===== config.mk =====
export PLATFORM = sky130hd
export DESIGN_NAME = pss_core
export DESIGN_NICKNAME = d
export VERILOG_FILES = /design/src/pss_pkg.sv /design/src/pss_core.sv
export VERILOG_INCLUDE_DIRS = /design/src
export SDC_FILE = /design/constraint.sdc
export NUM_CORES = 1
export LEC_CHECK = 0
export BUFFER_PORTS_ARGS = -buffer_cell sky130_fd_sc_hd__buf_2
export CAP_MARGIN = 20
export CELL_PAD_IN_SITES_DETAIL_PLACEMENT = 0
export CELL_PAD_IN_SITES_GLOBAL_PLACEMENT = 2
export CORE_MARGIN = 2
export CORE_UTILIZATION = 41
export DETAILED_ROUTE_END_ITERATION = 10
export GPL_ROUTABILITY_DRIVEN = 1
export PLACE_DENSITY = 0.9
export SLEW_MARGIN = 20
export SYNTH_ARGS = -nofsm -noshare
export SYNTH_HDL_FRONTEND = slang
export SYNTH_SLANG_ARGS = --single-unit

===== constraint.sdc =====
create_clock -name clk_i -period 14.65 [get_ports clk_i]
set_clock_uncertainty 0.2 [all_clocks]
set_input_delay 1.465 -clock clk_i [delete_from_list [all_inputs] [get_ports clk_i]]
set_output_delay 1.465 -clock clk_i [all_outputs]
set_load 0.05 [all_outputs]

===== src/pss_defs.svh =====
// Register offsets, field positions, reset values and vectors of the program sequencer
`ifndef PSS_DEFS_SVH
`define PSS_DEFS_SVH

`define PSS_OFS_CMD 8'h00
`define PSS_OFS_OPERAND 8'h04
`define PSS_OFS_PC 8'h08
`define PSS_OFS_ACC 8'h0c
`define PSS_OFS_DATA 8'h10
`define PSS_OFS_FLAGS 8'h14
`define PSS_OFS_TABLE_POINTER 8'h18
`define PSS_OFS_TABLE_HIGH_BYTE 8'h1c
`define PSS_OFS_BANK 8'h20
`define PSS_OFS_IRQ_EN 8'h24
`define PSS_OFS_IRQ_REQ 8'h28
`define PSS_OFS_SEQ 8'h2c

`define PSS_CMD_OP_LSB 0
`define PSS_CMD_OP_W 5
`define PSS_CMD_DEST_BIT 5
`define PSS_SEQ_BUSY_BIT 0
`define PSS_IRQ_GLOBAL_BIT 6
`define PSS_NUM_IRQ 6
`define PSS_JUMP_FIELD_W 13
`define PSS_PAGE_W 8
`define PSS_BANK_PC_LSB 5

`define PSS_RST_BYTE 8'h00
`define PSS_RST_IRQ_EN 7'h00
`define PSS_RST_IRQ_REQ 6'h00
`define PSS_RST_OPERAND 13'h0000
`define PSS_VEC_RESET 16'h0000
`define PSS_VEC_FIRST 16'h0004
`define PSS_VEC_STEP 16'h0004

`endif


===== src/pss_pkg.sv =====
// Types shared by the program sequencer
package pss_pkg;

    typedef enum logic [4:0] {
        PSS_CMD_NOP = 5'h00,
        PSS_CMD_SKIP = 5'h01,
        PSS_CMD_JUMP = 5'h02,
        PSS_CMD_CALL = 5'h03,
        PSS_CMD_RETURN = 5'h04,
        PSS_CMD_INTERRUPT_RETURN = 5'h05,
        PSS_CMD_LOAD_PROG_COUNT_LOW_BYTE = 5'h06,
        PSS_CMD_TABLE_READ_CURRENT_PAGE = 5'h07,
        PSS_CMD_TABLE_READ_LAST_PAGE = 5'h08,
        PSS_CMD_ADD = 5'h09,
        PSS_CMD_ADD_CARRY = 5'h0a,
        PSS_CMD_SUB = 5'h0b,
        PSS_CMD_SUB_BORROW = 5'h0c,
        PSS_CMD_DECIMAL_ADJUST = 5'h0d,
        PSS_CMD_AND = 5'h0e,
        PSS_CMD_OR = 5'h0f,
        PSS_CMD_XOR = 5'h10,
        PSS_CMD_COMPLEMENT = 5'h11,
        PSS_CMD_ROT_RIGHT = 5'h12,
        PSS_CMD_ROT_RIGHT_CARRY = 5'h13,
        PSS_CMD_ROT_LEFT = 5'h14,
        PSS_CMD_ROT_LEFT_CARRY = 5'h15,
        PSS_CMD_INC = 5'h16,
        PSS_CMD_DEC = 5'h17
    } pss_cmd_e;

    // Gray codes along idle, execute, fetch
    typedef enum logic [1:0] {
        PSS_ST_IDLE = 2'h0,
        PSS_ST_EXEC = 2'h1,
        PSS_ST_FETCH = 2'h3
    } pss_state_e;

    typedef struct packed {
        logic ov;
        logic z;
        logic ac;
        logic c;
    } pss_flags_s;

endpackage


===== src/pss_core.sv =====
// Program sequencer: program counter, return stack, vectoring, ALU and table read
//
// The Wishbone interface to the registers and the register addresses were chosen for this implementation.
`include "pss_defs.svh"

module pss_core #(
    parameter int PC_W = 15,
    parameter int STACK_DEPTH = 8,
    parameter int PROG_W = 16,
    parameter int ADDR_W = 8
) (
    input wire logic clk_i,
    input wire logic reset_i,
    input wire logic wb_cyc_i,
    input wire logic wb_stb_i,
    input wire logic wb_we_i,
    input wire logic [ADDR_W-1:0] wb_adr_i,
    input wire logic [3:0] wb_sel_i,
    input wire logic [31:0] wb_dat_i,
    output logic [31:0] wb_dat_o,
    output logic wb_ack_o,
    input wire logic [`PSS_NUM_IRQ-1:0] irq_src_i,
    output logic [PC_W-1:0] prog_addr_o,
    output logic prog_rd_o,
    input wire logic [PROG_W-1:0] prog_data_i,
    output logic [PC_W-1:0] pc_o
);

    localparam int LVL_W = $clog2(STACK_DEPTH + 1);
    localparam int NIRQ = `PSS_NUM_IRQ;
    localparam logic [LVL_W-1:0] LVL_FULL = LVL_W'(STACK_DEPTH);

    typedef struct packed {
        pss_pkg::pss_state_e st;
        pss_pkg::pss_cmd_e cmd;
        logic [PC_W-1:0] pc;
        logic [STACK_DEPTH-1:0][PC_W-1:0] stack;
        logic [LVL_W-1:0] return_stack_level;
        logic [7:0] acc;
        logic [7:0] data;
        logic [7:0] table_pointer;
        logic [7:0] table_high_byte;
        logic [7:0] memory_bank_pointer;
        logic [`PSS_JUMP_FIELD_W-1:0] operand;
        pss_pkg::pss_flags_s flags;
        logic [NIRQ:0] irq_en;
        logic [NIRQ-1:0] irq_req;
        logic [NIRQ-1:0] irq_prev;
        logic ack;
        logic [31:0] rdata;
        logic [PC_W-1:0] prog_addr;
        logic prog_rd;
    } pss_core_s;

    pss_core_s q;
    pss_core_s next_q;

    // Byte-lane merge of a bus write into a register
    function automatic logic [31:0] pss_merge(input logic [31:0] old, input logic [31:0] wd,
                                              input logic [3:0] sel);
        logic [31:0] r;
        r = old;
        for (int b = 0; b < 4; b++) begin
            if (sel[b]) begin
                r[8*b +: 8] = wd[8*b +: 8];
            end
        end
        return r;
    endfunction

    // Working values of the combinational step
    logic bus_wr;
    logic cmd_wr;
    logic [31:0] wd;
    logic [NIRQ-1:0] irq_rise;
    logic [NIRQ-1:0] irq_pend;
    logic irq_take;
    logic [15:0] irq_vec;
    int irq_idx;
    logic [15:0] jump_full;
    logic [PC_W-1:0] pc_inc;
    logic [LVL_W-1:0] pop_lvl;
    logic [LVL_W-1:0] push_slot;
    logic [15:0] pword;
    logic [7:0] alu_b;
    logic alu_cin;
    logic [8:0] alu_sum;
    logic [4:0] alu_low;
    logic [7:0] alu_r;
    logic [8:0] daa_t;
    logic alu_wr;
    logic to_data;
    pss_pkg::pss_cmd_e new_cmd;

    always_comb begin
        next_q = q;
        bus_wr = 1'b0;
        cmd_wr = 1'b0;
        wd = 32'h0000_0000;
        irq_pend = '0;
        irq_take = 1'b0;
        irq_vec = `PSS_VEC_RESET;
        irq_idx = 0;
        jump_full = 16'h0000;
        pc_inc = q.pc + PC_W'(1);
        pop_lvl = '0;
        push_slot = '0;
        pword = 16'h0000;
        alu_b = 8'h00;
        alu_cin = 1'b0;
        alu_sum = 9'h000;
        alu_low = 5'h00;
        alu_r = 8'h00;
        daa_t = 9'h000;
        alu_wr = 1'b0;
        to_data = 1'b0;
        new_cmd = pss_pkg::PSS_CMD_NOP;

        // Classic slave: ack one cycle after the request, dropped the next cycle
        next_q.ack = wb_cyc_i & wb_stb_i & ~q.ack;
        next_q.rdata = 32'h0000_0000;
        next_q.prog_rd = 1'b0;
        unique case (wb_adr_i)
            `PSS_OFS_OPERAND: next_q.rdata = 32'(q.operand);
            `PSS_OFS_PC: next_q.rdata = 32'(q.pc);
            `PSS_OFS_ACC: next_q.rdata = 32'(q.acc);
            `PSS_OFS_DATA: next_q.rdata = 32'(q.data);
            `PSS_OFS_FLAGS: next_q.rdata = 32'(q.flags);
            `PSS_OFS_TABLE_POINTER: next_q.rdata = 32'(q.table_pointer);
            `PSS_OFS_TABLE_HIGH_BYTE: next_q.rdata = 32'(q.table_high_byte);
            `PSS_OFS_BANK: next_q.rdata = 32'(q.memory_bank_pointer);
            `PSS_OFS_IRQ_EN: next_q.rdata = 32'(q.irq_en);
            `PSS_OFS_IRQ_REQ: next_q.rdata = 32'(q.irq_req);
            `PSS_OFS_SEQ: next_q.rdata = 32'(q.st != pss_pkg::PSS_ST_IDLE);
            default: next_q.rdata = 32'h0000_0000;
        endcase
        // Read data only in the answer cycle, so the bus idles at zero
        if (!(wb_cyc_i && wb_stb_i && !q.ack)) begin
            next_q.rdata = 32'h0000_0000;
        end
        // Stack contents and level have no address at all

        // Writes take effect at the edge that samples ack
        bus_wr = wb_cyc_i & wb_stb_i & wb_we_i & q.ack;
        if (bus_wr) begin
            unique case (wb_adr_i)
                `PSS_OFS_CMD: begin
                    wd = pss_merge(32'h0000_0000, wb_dat_i, wb_sel_i);
                    cmd_wr = wb_sel_i[0];
                end
                `PSS_OFS_OPERAND: begin
                    wd = pss_merge(32'(q.operand), wb_dat_i, wb_sel_i);
                    next_q.operand = wd[`PSS_JUMP_FIELD_W-1:0];
                end
                `PSS_OFS_ACC: begin
                    wd = pss_merge(32'(q.acc), wb_dat_i, wb_sel_i);
                    next_q.acc = wd[7:0];
                end
                `PSS_OFS_DATA: begin
                    wd = pss_merge(32'(q.data), wb_dat_i, wb_sel_i);
                    next_q.data = wd[7:0];
                end
                `PSS_OFS_FLAGS: begin
                    wd = pss_merge(32'(q.flags), wb_dat_i, wb_sel_i);
                    next_q.flags = wd[3:0];
                end
                `PSS_OFS_TABLE_POINTER: begin
                    wd = pss_merge(32'(q.table_pointer), wb_dat_i, wb_sel_i);
                    next_q.table_pointer = wd[7:0];
                end
                `PSS_OFS_BANK: begin
                    wd = pss_merge(32'(q.memory_bank_pointer), wb_dat_i, wb_sel_i);
                    next_q.memory_bank_pointer = wd[7:0];
                end
                `PSS_OFS_IRQ_EN: begin
                    wd = pss_merge(32'(q.irq_en), wb_dat_i, wb_sel_i);
                    next_q.irq_en = wd[NIRQ:0];
                end
                `PSS_OFS_IRQ_REQ: begin
                    // Write one to clear
                    wd = pss_merge(32'h0000_0000, wb_dat_i, wb_sel_i);
                    next_q.irq_req = q.irq_req & ~wd[NIRQ-1:0];
                end
                default: wd = 32'h0000_0000;
            endcase
        end
        new_cmd = pss_pkg::pss_cmd_e'(wd[`PSS_CMD_OP_LSB +: `PSS_CMD_OP_W]);
        to_data = wd[`PSS_CMD_DEST_BIT];

        // Lowest pending source wins; request flag stays set while the stack is full
        irq_pend = q.irq_req & q.irq_en[NIRQ-1:0] & {NIRQ{q.irq_en[`PSS_IRQ_GLOBAL_BIT]}};
        for (int i = NIRQ - 1; i >= 0; i--) begin
            if (irq_pend[i]) begin
                irq_idx = i;
                irq_vec = `PSS_VEC_FIRST + 16'(i) * `PSS_VEC_STEP;
            end
        end
        irq_take = (|irq_pend) && (q.return_stack_level != LVL_FULL);

        // Jump target: field bits below, bank pointer bits above
        jump_full = {q.memory_bank_pointer[7:`PSS_BANK_PC_LSB], q.operand};
        // Overflowing push overwrites the oldest slot
        push_slot = (q.return_stack_level == LVL_FULL) ? '0 : q.return_stack_level;
        pop_lvl = (q.return_stack_level == '0) ? LVL_W'(STACK_DEPTH - 1) : q.return_stack_level - LVL_W'(1);
        pword = 16'(prog_data_i);

        unique case (q.st)
            pss_pkg::PSS_ST_IDLE: begin
                if (cmd_wr) begin
                    next_q.cmd = new_cmd;
                    next_q.pc = pc_inc;
                    unique case (new_cmd)
                        pss_pkg::PSS_CMD_SKIP: next_q.pc = q.pc + PC_W'(2);
                        pss_pkg::PSS_CMD_JUMP: begin
                            next_q.pc = jump_full[PC_W-1:0];
                            next_q.st = pss_pkg::PSS_ST_EXEC;
                        end
                        pss_pkg::PSS_CMD_CALL: begin
                            // Not blocked when full: overflow is the caller's problem
                            next_q.stack[push_slot[$clog2(STACK_DEPTH)-1:0]] = pc_inc;
                            if (q.return_stack_level != LVL_FULL) begin
                                next_q.return_stack_level = q.return_stack_level + LVL_W'(1);
                            end
                            next_q.pc = jump_full[PC_W-1:0];
                            next_q.st = pss_pkg::PSS_ST_EXEC;
                        end
                        pss_pkg::PSS_CMD_RETURN, pss_pkg::PSS_CMD_INTERRUPT_RETURN: begin
                            next_q.pc = q.stack[pop_lvl[$clog2(STACK_DEPTH)-1:0]];
                            if (q.return_stack_level != '0) begin
                                next_q.return_stack_level = pop_lvl;
                            end
                            if (new_cmd == pss_pkg::PSS_CMD_INTERRUPT_RETURN) begin
                                next_q.irq_en[`PSS_IRQ_GLOBAL_BIT] = 1'b1;
                            end
                            next_q.st = pss_pkg::PSS_ST_EXEC;
                        end
                        pss_pkg::PSS_CMD_LOAD_PROG_COUNT_LOW_BYTE: begin
                            // Page stays, so the jump reaches only 256 words
                            next_q.pc = {q.pc[PC_W-1:`PSS_PAGE_W], q.operand[`PSS_PAGE_W-1:0]};
                            next_q.st = pss_pkg::PSS_ST_EXEC;
                        end
                        pss_pkg::PSS_CMD_TABLE_READ_CURRENT_PAGE: begin
                            next_q.prog_addr = {q.pc[PC_W-1:`PSS_PAGE_W], q.table_pointer};
                            next_q.prog_rd = 1'b1;
                            next_q.st = pss_pkg::PSS_ST_EXEC;
                        end
                        pss_pkg::PSS_CMD_TABLE_READ_LAST_PAGE: begin
                            next_q.prog_addr = {{(PC_W-`PSS_PAGE_W){1'b1}}, q.table_pointer};
                            next_q.prog_rd = 1'b1;
                            next_q.st = pss_pkg::PSS_ST_EXEC;
                        end
                        default: alu_wr = (new_cmd >= pss_pkg::PSS_CMD_ADD) && (new_cmd <= pss_pkg::PSS_CMD_DEC);
                    endcase
                end else if (irq_take) begin
                    // Acknowledge: push next address, vector, mask further nesting
                    next_q.stack[push_slot[$clog2(STACK_DEPTH)-1:0]] = q.pc;
                    next_q.return_stack_level = q.return_stack_level + LVL_W'(1);
                    next_q.pc = irq_vec[PC_W-1:0];
                    next_q.irq_req[irq_idx] = 1'b0;
                    next_q.irq_en[`PSS_IRQ_GLOBAL_BIT] = 1'b0;
                    next_q.cmd = pss_pkg::PSS_CMD_CALL;
                    next_q.st = pss_pkg::PSS_ST_EXEC;
                end
            end
            pss_pkg::PSS_ST_EXEC: begin
                // Dummy cycle while the new address is fetched
                next_q.st = pss_pkg::PSS_ST_FETCH;
            end
            pss_pkg::PSS_ST_FETCH: begin
                if (q.cmd == pss_pkg::PSS_CMD_TABLE_READ_CURRENT_PAGE ||
                    q.cmd == pss_pkg::PSS_CMD_TABLE_READ_LAST_PAGE) begin
                    next_q.data = pword[7:0];
                    next_q.table_high_byte = pword[15:8];
                end
                next_q.st = pss_pkg::PSS_ST_IDLE;
            end
            default: next_q.st = pss_pkg::PSS_ST_IDLE;
        endcase

        // ALU: operand b is the data register, inverted for subtraction
        alu_b = (new_cmd == pss_pkg::PSS_CMD_SUB || new_cmd == pss_pkg::PSS_CMD_SUB_BORROW) ? ~q.data : q.data;
        alu_cin = (new_cmd == pss_pkg::PSS_CMD_SUB) ? 1'b1 :
                  (new_cmd == pss_pkg::PSS_CMD_ADD_CARRY || new_cmd == pss_pkg::PSS_CMD_SUB_BORROW) ? q.flags.c : 1'b0;
        alu_sum = 9'(q.acc) + 9'(alu_b) + 9'(alu_cin);
        alu_low = 5'(q.acc[3:0]) + 5'(alu_b[3:0]) + 5'(alu_cin);
        daa_t = 9'(q.acc);
        if (q.acc[3:0] > 4'h9 || q.flags.ac) begin
            daa_t = daa_t + 9'h006;
        end
        if (daa_t[8:4] > 5'h09 || q.flags.c) begin
            daa_t = daa_t + 9'h060;
        end
        if (alu_wr) begin
            unique case (new_cmd)
                pss_pkg::PSS_CMD_ADD, pss_pkg::PSS_CMD_ADD_CARRY,
                pss_pkg::PSS_CMD_SUB, pss_pkg::PSS_CMD_SUB_BORROW: begin
                    alu_r = alu_sum[7:0];
                    next_q.flags.c = alu_sum[8];
                    next_q.flags.ac = alu_low[4];
                    next_q.flags.ov = (q.acc[7] == alu_b[7]) && (alu_r[7] != q.acc[7]);
                end
                pss_pkg::PSS_CMD_DECIMAL_ADJUST: begin
                    alu_r = daa_t[7:0];
                    next_q.flags.c = q.flags.c | daa_t[8];
                end
                pss_pkg::PSS_CMD_AND: alu_r = q.acc & q.data;
                pss_pkg::PSS_CMD_OR: alu_r = q.acc | q.data;
                pss_pkg::PSS_CMD_XOR: alu_r = q.acc ^ q.data;
                pss_pkg::PSS_CMD_COMPLEMENT: alu_r = ~q.data;
                pss_pkg::PSS_CMD_ROT_RIGHT: alu_r = {q.data[0], q.data[7:1]};
                pss_pkg::PSS_CMD_ROT_RIGHT_CARRY: begin
                    alu_r = {q.flags.c, q.data[7:1]};
                    next_q.flags.c = q.data[0];
                end
                pss_pkg::PSS_CMD_ROT_LEFT: alu_r = {q.data[6:0], q.data[7]};
                pss_pkg::PSS_CMD_ROT_LEFT_CARRY: begin
                    alu_r = {q.data[6:0], q.flags.c};
                    next_q.flags.c = q.data[7];
                end
                pss_pkg::PSS_CMD_INC: alu_r = q.data + 8'h01;
                default: alu_r = q.data - 8'h01;
            endcase
            // Rotates leave zero alone; every other class refreshes it
            if (new_cmd < pss_pkg::PSS_CMD_ROT_RIGHT || new_cmd > pss_pkg::PSS_CMD_ROT_LEFT_CARRY) begin
                next_q.flags.z = (alu_r == 8'h00);
            end
            if (to_data) begin
                next_q.data = alu_r;
            end else begin
                next_q.acc = alu_r;
            end
        end

        // Edge capture last, so a new request beats any clear in the same cycle
        irq_rise = irq_src_i & ~q.irq_prev;
        next_q.irq_prev = irq_src_i;
        next_q.irq_req = next_q.irq_req | irq_rise;
    end

    // State register
    always_ff @(posedge clk_i or posedge reset_i) begin
        if (reset_i) begin
            q.st <= pss_pkg::PSS_ST_IDLE;
            q.cmd <= pss_pkg::PSS_CMD_NOP;
            q.pc <= PC_W'(`PSS_VEC_RESET);
            q.stack <= '0;
            q.return_stack_level <= '0;
            q.acc <= `PSS_RST_BYTE;
            q.data <= `PSS_RST_BYTE;
            q.table_pointer <= `PSS_RST_BYTE;
            q.table_high_byte <= `PSS_RST_BYTE;
            q.memory_bank_pointer <= `PSS_RST_BYTE;
            q.operand <= `PSS_RST_OPERAND;
            q.flags <= '0;
            q.irq_en <= `PSS_RST_IRQ_EN;
            q.irq_req <= `PSS_RST_IRQ_REQ;
            q.irq_prev <= `PSS_RST_IRQ_REQ;
            q.ack <= 1'b0;
            q.rdata <= 32'h0000_0000;
            q.prog_addr <= '0;
            q.prog_rd <= 1'b0;
        end else begin
            q <= next_q;
        end
    end

    // Outputs straight from the state register
    assign wb_dat_o = q.rdata;
    assign wb_ack_o = q.ack;
    assign prog_addr_o = q.prog_addr;
    assign prog_rd_o = q.prog_rd;
    assign pc_o = q.pc;

endmodule // pss_core


==> results list, run 1 <==
- The flow ran to the end, and the final reports show no timing, DRC or antenna violations.
- Of the post-synthesis cell area, the dominant cell type holds 0.413.
* Worst Tran Pin Value: 1080 ps
- H-tree lvl count: 1
- The first global-routing pass estimated 76800 µm of wire.
- Hold Violations, Final: 0
- Cell Chain, Critical Path: buf_2 > nor4_1 > nand3_1 > a2bb2oi_1 > nand2_1 > buf_4 > o21ai_0 > a22oi_1 > nor2_1 > buf_4 > xnor2_1 > fa_1 > inv_1 > fa_1 > nor2b_1 > o21ai_0 > nand2b_1 > a21o_1 > a21oi_1 > xnor2_1 > nor2_1 > nor4_1 > nand3_1 > o41ai_2
- Final Max Slew Viols: 0
* Insertion delay to the later sink of the worst-skew pair: a little under 600 ps
* Routed wire length per instance: 23.1 µm
* Final worst path period share: 0.524
- In the final layout, the share of cells above drive strength 1 is 0.167.
- Die Y: 198 µm
* Number of cells upsized or downsized after cts: 0
- For this run, the register share of the synthesized area comes to 0.413.
- Depth of the worst hold-timing path: 1
* R2R depth: 23
- The initial utilization of the core area, before any placement, comes to 0.418.
* Worst hold path class: reg2reg
- Number of distinct standard cells referenced by the synthesized netlist: 79
- TritonCTS buffer count: 30
- Number of global-route vias before repair: 12574
* # placed instances: between 2000 and 2500
- Combined buffer and inverter count along the critical path: 4
- Total gr overflow: 0
- Reg-to-Reg Start: q[117]$_DFF_PP0_
- Worst Path Class, Setup: in2reg
- Post-Layout Inst Area: 0.0169 mm²
* Netlist area before placement: between 0.015 and 0.02 mm²
- Overall Global Routing Usage: 0.257
* Crit-path leading delay family: simple AND/OR/NAND/NOR gates
- Reported max-cap violation count: 0
- Yosys attributes the largest share of cell area to sky130_fd_sc_hd__dfrtp_1 (41%), sky130_fd_sc_hd__o21ai_0 (5.1%), sky130_fd_sc_hd__nand2_1 (5.0%).
- Max Clock Freq: 0.130 GHz
* Final setup violating endpoints: 0
- Flops & latches, synth: ~250
- Entering global routing, the biggest net connects 110 pins.
- P_leak: around 7.3 nW
- For this design, the slowest cell found on the critical path is sky130_fd_sc_hd__nor4_1.
- Setup TNS: 0 ps
* Area post-placement: approximately 0.016 mm²
- Port Buffer Count: 96
- Data arrives at the worst endpoint at 7950 ps.
- The detailed router finished its first iteration with 1389 violations.
- Post-CTS clock slew at the launch and capture registers of the worst setup and hold paths: 60 ps
* Non-filler cells, final: 2155
* Number of enable flip-flop cells after synthesis: 0
* First-pass iteration count of the detailed router: 8
* Boundary Pins: 135
* Number of cells produced by synthesis: approximately 1700
- Post-layout net count: 1773
- Yosys warning count: 0
* Post-CTS setup buffer count: 0
- Asr flop ratio synth: 1.00
- At the end of routability-driven placement, the weighted congestion stood at about 0.93.
* Worst hold start: q[52]$_DFF_PP0_
- The floorplan step set the die width to 198 µm.
* Pwr dens: 87.9 mW/mm²
- The initial antenna violation count is 2.
* Capturing point of the worst reg2reg path: q[70]$_DFF_PP0_
- VDD sags by at most 93.0 µV.
* Core box area: 0.0368 mm²
- For this block, the via count after detailed routing is 13002.
* Final-layout fill cell count: 3544
- Cell taking the most area after synthesis: sky130_fd_sc_hd__dfrtp_1
- The wire-length estimate of the detail-placed layout is 35800 µm.
- Area growth from synthesis to layout: 9.65%
- Setup slack closes at 6970 ps.
- For flop-to-flop paths, the worst setup slack is between 7000 and 8000 ps.
- After floorplanning, the core was divided into 70 placement rows.
- Data required, critical path: 14920 ps
- Max Buffers Root-to-Sink: 3
- Most used flip-flop cell after synthesis: sky130_fd_sc_hd__dfrtp_1
- CP peak stage delay: 810 ps
- The final layout contains routed wiring with a total length of about 50000 µm.
- DRC: 0
- Max-slew headroom at the worst pin: 0.274
- OpenSTA, run right after detailed placement, puts the worst setup slack at 6640 ps.
- The path with the worst hold slack has its endpoint at q[58]$_DFF_PP0_.
- In this run the mean area of a mapped cell was 9.28 µm².
* Buffer cell driving the clock tree root: sky130_fd_sc_hd__clkbuf_16
- The worst setup path is launched from a primary input.
- CTS Hold Bufs: 0
- CTS sink cnt: approximately 250
- Largest fanout on the critical path: 23
* Post-layout min period: approximately 7700 ps
* CP Capture Type: flip-flop
- Once detail routing completed, the nets flagged for antenna violations numbered 0.
* Clock tree from TritonCTS: yes
- Vias per std cell: 6.03
- Setup repair after global routing left no endpoint under its margin.
* Total Die Area: 0.0391 mm²
-- cell families after synthesis --
group / Yosys count / share of synthesized area
simple gates: 520 / 0.157
mux: 144 / 0.120
other cells: 1 / 0.000244
fa+ha+maj: 38 / 0.0323
compound gates: 430 / 0.175
xor+xnor: 58 / 0.0330
buf+inv: 213 / 0.0699
flops: 254 / 0.413
-- state kept, by name (all words and copies together), names as in the netlist --
name / flops
wb_dat_o: 15
jump_full: 16
prog_rd_o: 1
wb_ack_o: 1
prog_addr_o: 15
pc_o: 15
q: 191
-- power by group --
group | leakage [nW] | switching [mW] | total [mW] | internal [mW]
logic | 3.30 | 0.0478 | 0.0599 | 0.0121
registers | 3.50 | 0.00112 | 0.704 | 0.703
clock network | 0.461 | 0.304 | 0.720 | 0.416
-- area by class of cell --
class	instances	area [µm²]	area share
diodes	1	2.50	0.000148
clock buffers	42	836	0.0495
clock inverters	12	121	0.00719
inverters	42	165	0.00978
multi-input cells	1207	8080	0.479
flip-flops and latches	254	6360	0.377
well taps	468	586	0.0347
repair buffers	129	732	0.0434
-- cells in the mapped netlist (all sizes together) (13+ instances only) --
library cell    n
xor2           18
nand3          57
a222oi         16
mux4           27
nor3           22
a21oi          97
a31oi          16
o221ai         13
ha             35
a22oi          13
xnor2          40
dfrtp         254
nand2         205
nor2          127
inv            42
clkbuf         79
mux2i          64
buf            92
and3           15
a211oi         16
nand4          13
o21ai         165
mux2           53
-- how the worst max path moves through the flow --
stage	from	to	slack [ps]	cells after the start
floorplan	reset_i	jump_full[0]$_DFFE_PP0P_	6000	1
global route	wb_adr_i[1]	q[70]$_DFF_PP0_	6650	24
CTS	wb_adr_i[4]	q[70]$_DFF_PP0_	7220	24
finish	wb_adr_i[1]	q[70]$_DFF_PP0_	6970	24
global placement	wb_adr_i[4]	q[70]$_DFF_PP0_	6660	24
detailed placement	wb_adr_i[4]	q[70]$_DFF_PP0_	6640	24
-- cells in the final DEF (no fill, tap or decap), drive strengths merged, types with 15 or more instances in the layout --
| master | netlist | layout |
|---|---|---|
| a211oi | 16 | 16 |
| a222oi | 16 | 16 |
| buf | 92 | 129 |
| nand2 | 205 | 205 |
| mux4 | 27 | 27 |
| o21ai | 165 | 165 |
| a31oi | 16 | 16 |
| xnor2 | 40 | 40 |
| nor2 | 127 | 127 |
| mux2i | 64 | 64 |
| inv | 42 | 42 |
| conb | 1 | 17 |
| xor2 | 18 | 18 |
| nand3 | 57 | 57 |
| dfrtp | 254 | 254 |
| ha | 35 | 35 |
| a21oi | 97 | 97 |
| clkbuf | 79 | 42 |
| and3 | 15 | 15 |
| nor3 | 22 | 22 |
| mux2 | 53 | 53 |
-- metal layers --
metal,up-vias,GRT usage,part of all wire,wire length (µm)
met5,-,0,0.00022,11
met4,2,0.0955,0.039,1960
met3,101,0.0290,0.067,3340
met2,540,0.414,0.46,23000
met1,6433,0.359,0.43,21600
li1,5926,-,-,-
-- through the flow --
| stage | power [mW] | util | hold WS [ps] |
|---|---|---|---|
| 2_1_floorplan | 0.759 | - | 200 |
| 3_3_place_gp | 0.776 | 0.432 | 208 |
| 3_5_place_dp | 0.777 | 0.432 | 211 |
| 4_1_cts | 1.50 | 0.458 | 219 |
| 5_1_grt | 1.53 | 0.459 | 250 |
| 6_report | 1.48 | 0.459 | 214 |
Power figures use the tool's default switching activity.
==> inputs of run 2 (changes only) <==
--- a/config.mk
+++ b/config.mk
@@ -11,10 +11,10 @@
 export CELL_PAD_IN_SITES_DETAIL_PLACEMENT = 0
 export CELL_PAD_IN_SITES_GLOBAL_PLACEMENT = 2
 export CORE_MARGIN = 2
-export CORE_UTILIZATION = 41
+export CORE_UTILIZATION = 38
 export DETAILED_ROUTE_END_ITERATION = 10
 export GPL_ROUTABILITY_DRIVEN = 1
-export PLACE_DENSITY = 0.9
+export PLACE_DENSITY = 0.84
 export SLEW_MARGIN = 20
 export SYNTH_ARGS = -nofsm -noshare
 export SYNTH_HDL_FRONTEND = slang
==> constraint.sdc (replaced) <==
create_clock -name clk_i -period 7.2 [get_ports clk_i]
set_clock_uncertainty 0.2 [all_clocks]
set_input_delay 0.72 -clock clk_i [delete_from_list [all_inputs] [get_ports clk_i]]
set_output_delay 0.72 -clock clk_i [all_outputs]
set_load 0.05 [all_outputs]
==> run 2 against run 1 <==
Effect of this change: final cell count grew 3.5%; combinational power rose by 110%; register-to-register slack worse by 6300 ps; sequential power is 100% higher; critical path depth is 1 lower; power is 110% higher; flip-flop and latch count is the same; wire length is 1.3% higher; worst setup slack got worse by 5600 ps; die area grew 7.7%; critical path type unchanged; largest power group unchanged.
==> results list, run 2 (synthesis results as in run 1) <==
* Pwr dens: 184 mW/mm² (+110%)
* H-tree lvl count: 1 (unchanged)
- Post-layout min period: 5840 ps
* Port Buffer Count: 96 (unchanged)
- Final-layout fill cell count: 3983 (+12%)
- The count of buffers added by post-CTS timing repair for setup was 0 (unchanged).
- Area growth from synthesis to layout: 11.4%
* Max Clock Freq: ~0.17 GHz
- The die extent in y came to 205 µm (+3.8%).
* Sequential cell area: 0.00636 mm² (unchanged)
- The worst setup path is of the in2reg kind.
- The cts-stage hold buffer count was 0 (unchanged).
* Register-to-Register Setup Slack: 1720 ps (-6270 ps)
* Placer's final routability congestion estimate: 0.927 (about the same)
- Site row count: 73 (+4.3%)
- The worst slew margin relative to its limit is 0.287 (+0.0124).
- HPWL reported at the end of detailed placement: 36300 µm (+1.2%)
- Effective utilization at floorplan: 0.387 (-0.0319)
- The area of the die came to 0.0421 mm² (+7.7%).
- The depth of the worst hold-timing path came to 1 (unchanged).
- Vias after detailed routing: 12863 (-1.1%)
- The maximum buffer depth of the clock tree was 3 (unchanged).
- The multi-input logic area is 0.00807 mm² (-0.14%).
* Worst Tran Pin Value: 1070 ps (-17.3 ps)
* Proportion of layout cells with a drive suffix above 1: 0.176 (+0.00929)
- Buffer cell driving the clock tree root: sky130_fd_sc_hd__clkbuf_16
- Status: finished clean
- Antenna-violating nets left: 0 (unchanged)
- Largest fanout on the critical path: 28 (+22%)
* Reported max-cap violation count: 0 (unchanged)
* First-pass iteration count of the detailed router: 7 (-1)
- The max-slew violation count is 0 (unchanged).
- Peak supply drop: 185 µV (+99%)
- CTS sink cnt: 254 (unchanged)
- The net total in the final layout is 1789 (+0.90%).
- Final worst path period share: 0.811
- The number of design rule violations left after detail routing came to 0 (unchanged).
- The leftover overflow at the end of global routing is 0 (unchanged).
* Routed wire length per instance: 22.7 µm (-2.1%)
- STA classifies the critical path endpoint as a flip-flop.
- Chip width: 205 µm (+3.8%)
- RSZ-0062 raised after global routing: false
- The tightest min-delay check is of the in2reg type.
- Largest reg by FF count: q
- The number of flip-flops under the largest register name came to 191 (unchanged).
* Core box area: 0.0398 mm² (+8.3%)
- The endpoint identified for the worst register-to-register timing path is q[70]$_DFF_PP0_.
- The worst setup path is launched from a primary input.
* Hold Violations, Final: 0 (unchanged)
- The top cell types in the final layout, fill and taps aside, are sky130_fd_sc_hd__dfrtp_1 (254), sky130_fd_sc_hd__nand2_1 (205), sky130_fd_sc_hd__o21ai_0 (158), sky130_fd_sc_hd__nor2_1 (126), sky130_fd_sc_hd__a21oi_1 (97).
- Number of design-rule violations left by the first detailed-router iteration: 1144 (-18%)
- End of the worst hold path: q[50]$_DFF_PP0_
- The maximum number of pins on one net before global-route repair was 136 (+24%).
* Number of global-route vias before repair: 12639 (+0.52%)
- Commonest non-fill, non-tap cell in the layout: sky130_fd_sc_hd__dfrtp_1
* Reg-to-Reg Start: q[68]$_DFF_PP0_
- The total setup violations reported at the end of the flow was 0 (unchanged).
* Insertion delay to the later sink of the worst-skew pair: 600 ps (+20 ps)
- Overall Global Routing Usage: 0.243 (-0.0144)
* Vias per std cell: 5.77 (-4.4%)
- Setup TNS: 0 ps (unchanged)
- Boundary Pins: 135 (unchanged)
- Number of cells upsized or downsized after cts: 0 (unchanged)
- Worst hold start: irq_src_i[1]
- The leakage power figure is 7.38 nW (+1.7%).
- Initial antenna violation count: 2 (unchanged)
- TritonCTS buffer count: 31 (+3.3%)
* Data arrival, critical path: 6150 ps (-1800 ps)
* First-pass GRT wire length: 78100 µm (+1.7%)
- Worst Hold Slack: 57.1 ps (-157 ps)
- Data required, critical path: 7510 ps (-7410 ps)
- R2R depth: 22 (-4.3%)
- The clock-pin slew on the worst setup and hold paths was 70 ps (about the same).
- TritonCTS built the clock tree.
- Post-detailed-routing wire length: 50500 µm (+1.3%)
==> run 2: cell types whose count changed in the layout (fill, tap and decap cells not counted), sizes merged <==
cell / change
bufinv: +1
clkinv: -2
clkbuf: +2
clkinvlp: +1
buf: +15
inv: +2
==> run 2: critical path, cell delays in order <==
cell	delay, ps
sky130_fd_sc_hd__buf_2	450
sky130_fd_sc_hd__inv_1	340
sky130_fd_sc_hd__a211o_1	370
sky130_fd_sc_hd__a32oi_1	270
sky130_fd_sc_hd__nor3_1	100
sky130_fd_sc_hd__nor2_1	610
sky130_fd_sc_hd__a22oi_1	140
sky130_fd_sc_hd__nor2_1	380
sky130_fd_sc_hd__xnor2_1	150
sky130_fd_sc_hd__fa_1	450
sky130_fd_sc_hd__inv_1	90
sky130_fd_sc_hd__fa_1	200
sky130_fd_sc_hd__nor2b_1	50
sky130_fd_sc_hd__o21ai_0	140
sky130_fd_sc_hd__nand2b_1	150
sky130_fd_sc_hd__a21o_1	220
sky130_fd_sc_hd__a21oi_1	260
sky130_fd_sc_hd__xnor2_1	160
sky130_fd_sc_hd__nor2_1	50
sky130_fd_sc_hd__nor4_1	260
sky130_fd_sc_hd__buf_4	180
sky130_fd_sc_hd__nand3_1	90
sky130_fd_sc_hd__o41ai_2	290
==> run 2: area by class of cell <==
cell class / count / share of cell area
well taps: 525 / 0.0383
clock inverters: 14 / 0.00919
inverters: 42 / 0.00941
flip-flops and latches: 254 / 0.371
multi-input cells: 1207 / 0.470
repair buffers: 144 / 0.0498
clock buffers: 44 / 0.0522
diodes: 1 / 0.000146
==> run 2: stage by stage <==
step | std cells | area, µm² | util | total power, mW | worst slack (ps)
after floorplan | 1674 | 15500 | - | 1.55 | 981
after detailed placement | 2172 | 16100 | 0.404 | 1.59 | 825
after CTS | 2230 | 17100 | 0.431 | 3.20 | 1450
after global placement | 2172 | 16100 | 0.404 | 1.58 | 797
final | 2231 | 17200 | 0.431 | 3.16 | 1360
after global routing | 2230 | 17100 | 0.431 | 3.27 | 959
==> run 2: how the worst max path moves through the flow <==
stage	start	end	slack, ps	cells past startpoint
after CTS	wb_sel_i[0]	q[70]$_DFF_PP0_	1450	23
after floorplan	wb_sel_i[0]	q[70]$_DFF_PP0_	980	26
after global placement	wb_sel_i[0]	q[70]$_DFF_PP0_	800	20
after global routing	wb_sel_i[0]	q[70]$_DFF_PP0_	960	23
final	wb_sel_i[0]	q[70]$_DFF_PP0_	1360	23
after detailed placement	wb_sel_i[0]	q[70]$_DFF_PP0_	820	23
==> run 2: report_power, final <==
group / internal (mW) / leakage [nW] / switching, mW / total, mW
combinational: 0.0265 / 3.37 / 0.0985 / 0.125
sequential: 1.43 / 3.50 / 0.00228 / 1.43
clock: 0.943 / 0.511 / 0.660 / 1.60
total: 2.40 / 7.38 / 0.760 / 3.16
==> run 2: routing by layer <==
layer | vias up | wire length (µm) | global-route usage
li1 | 5956 | - | -
met1 | 6378 | 22200 | 0.335
met2 | 425 | 23500 | 0.389
met3 | 104 | 2930 | 0.0345
met4 | 0 | 1940 | 0.0886
met5 | - | 0 | 0
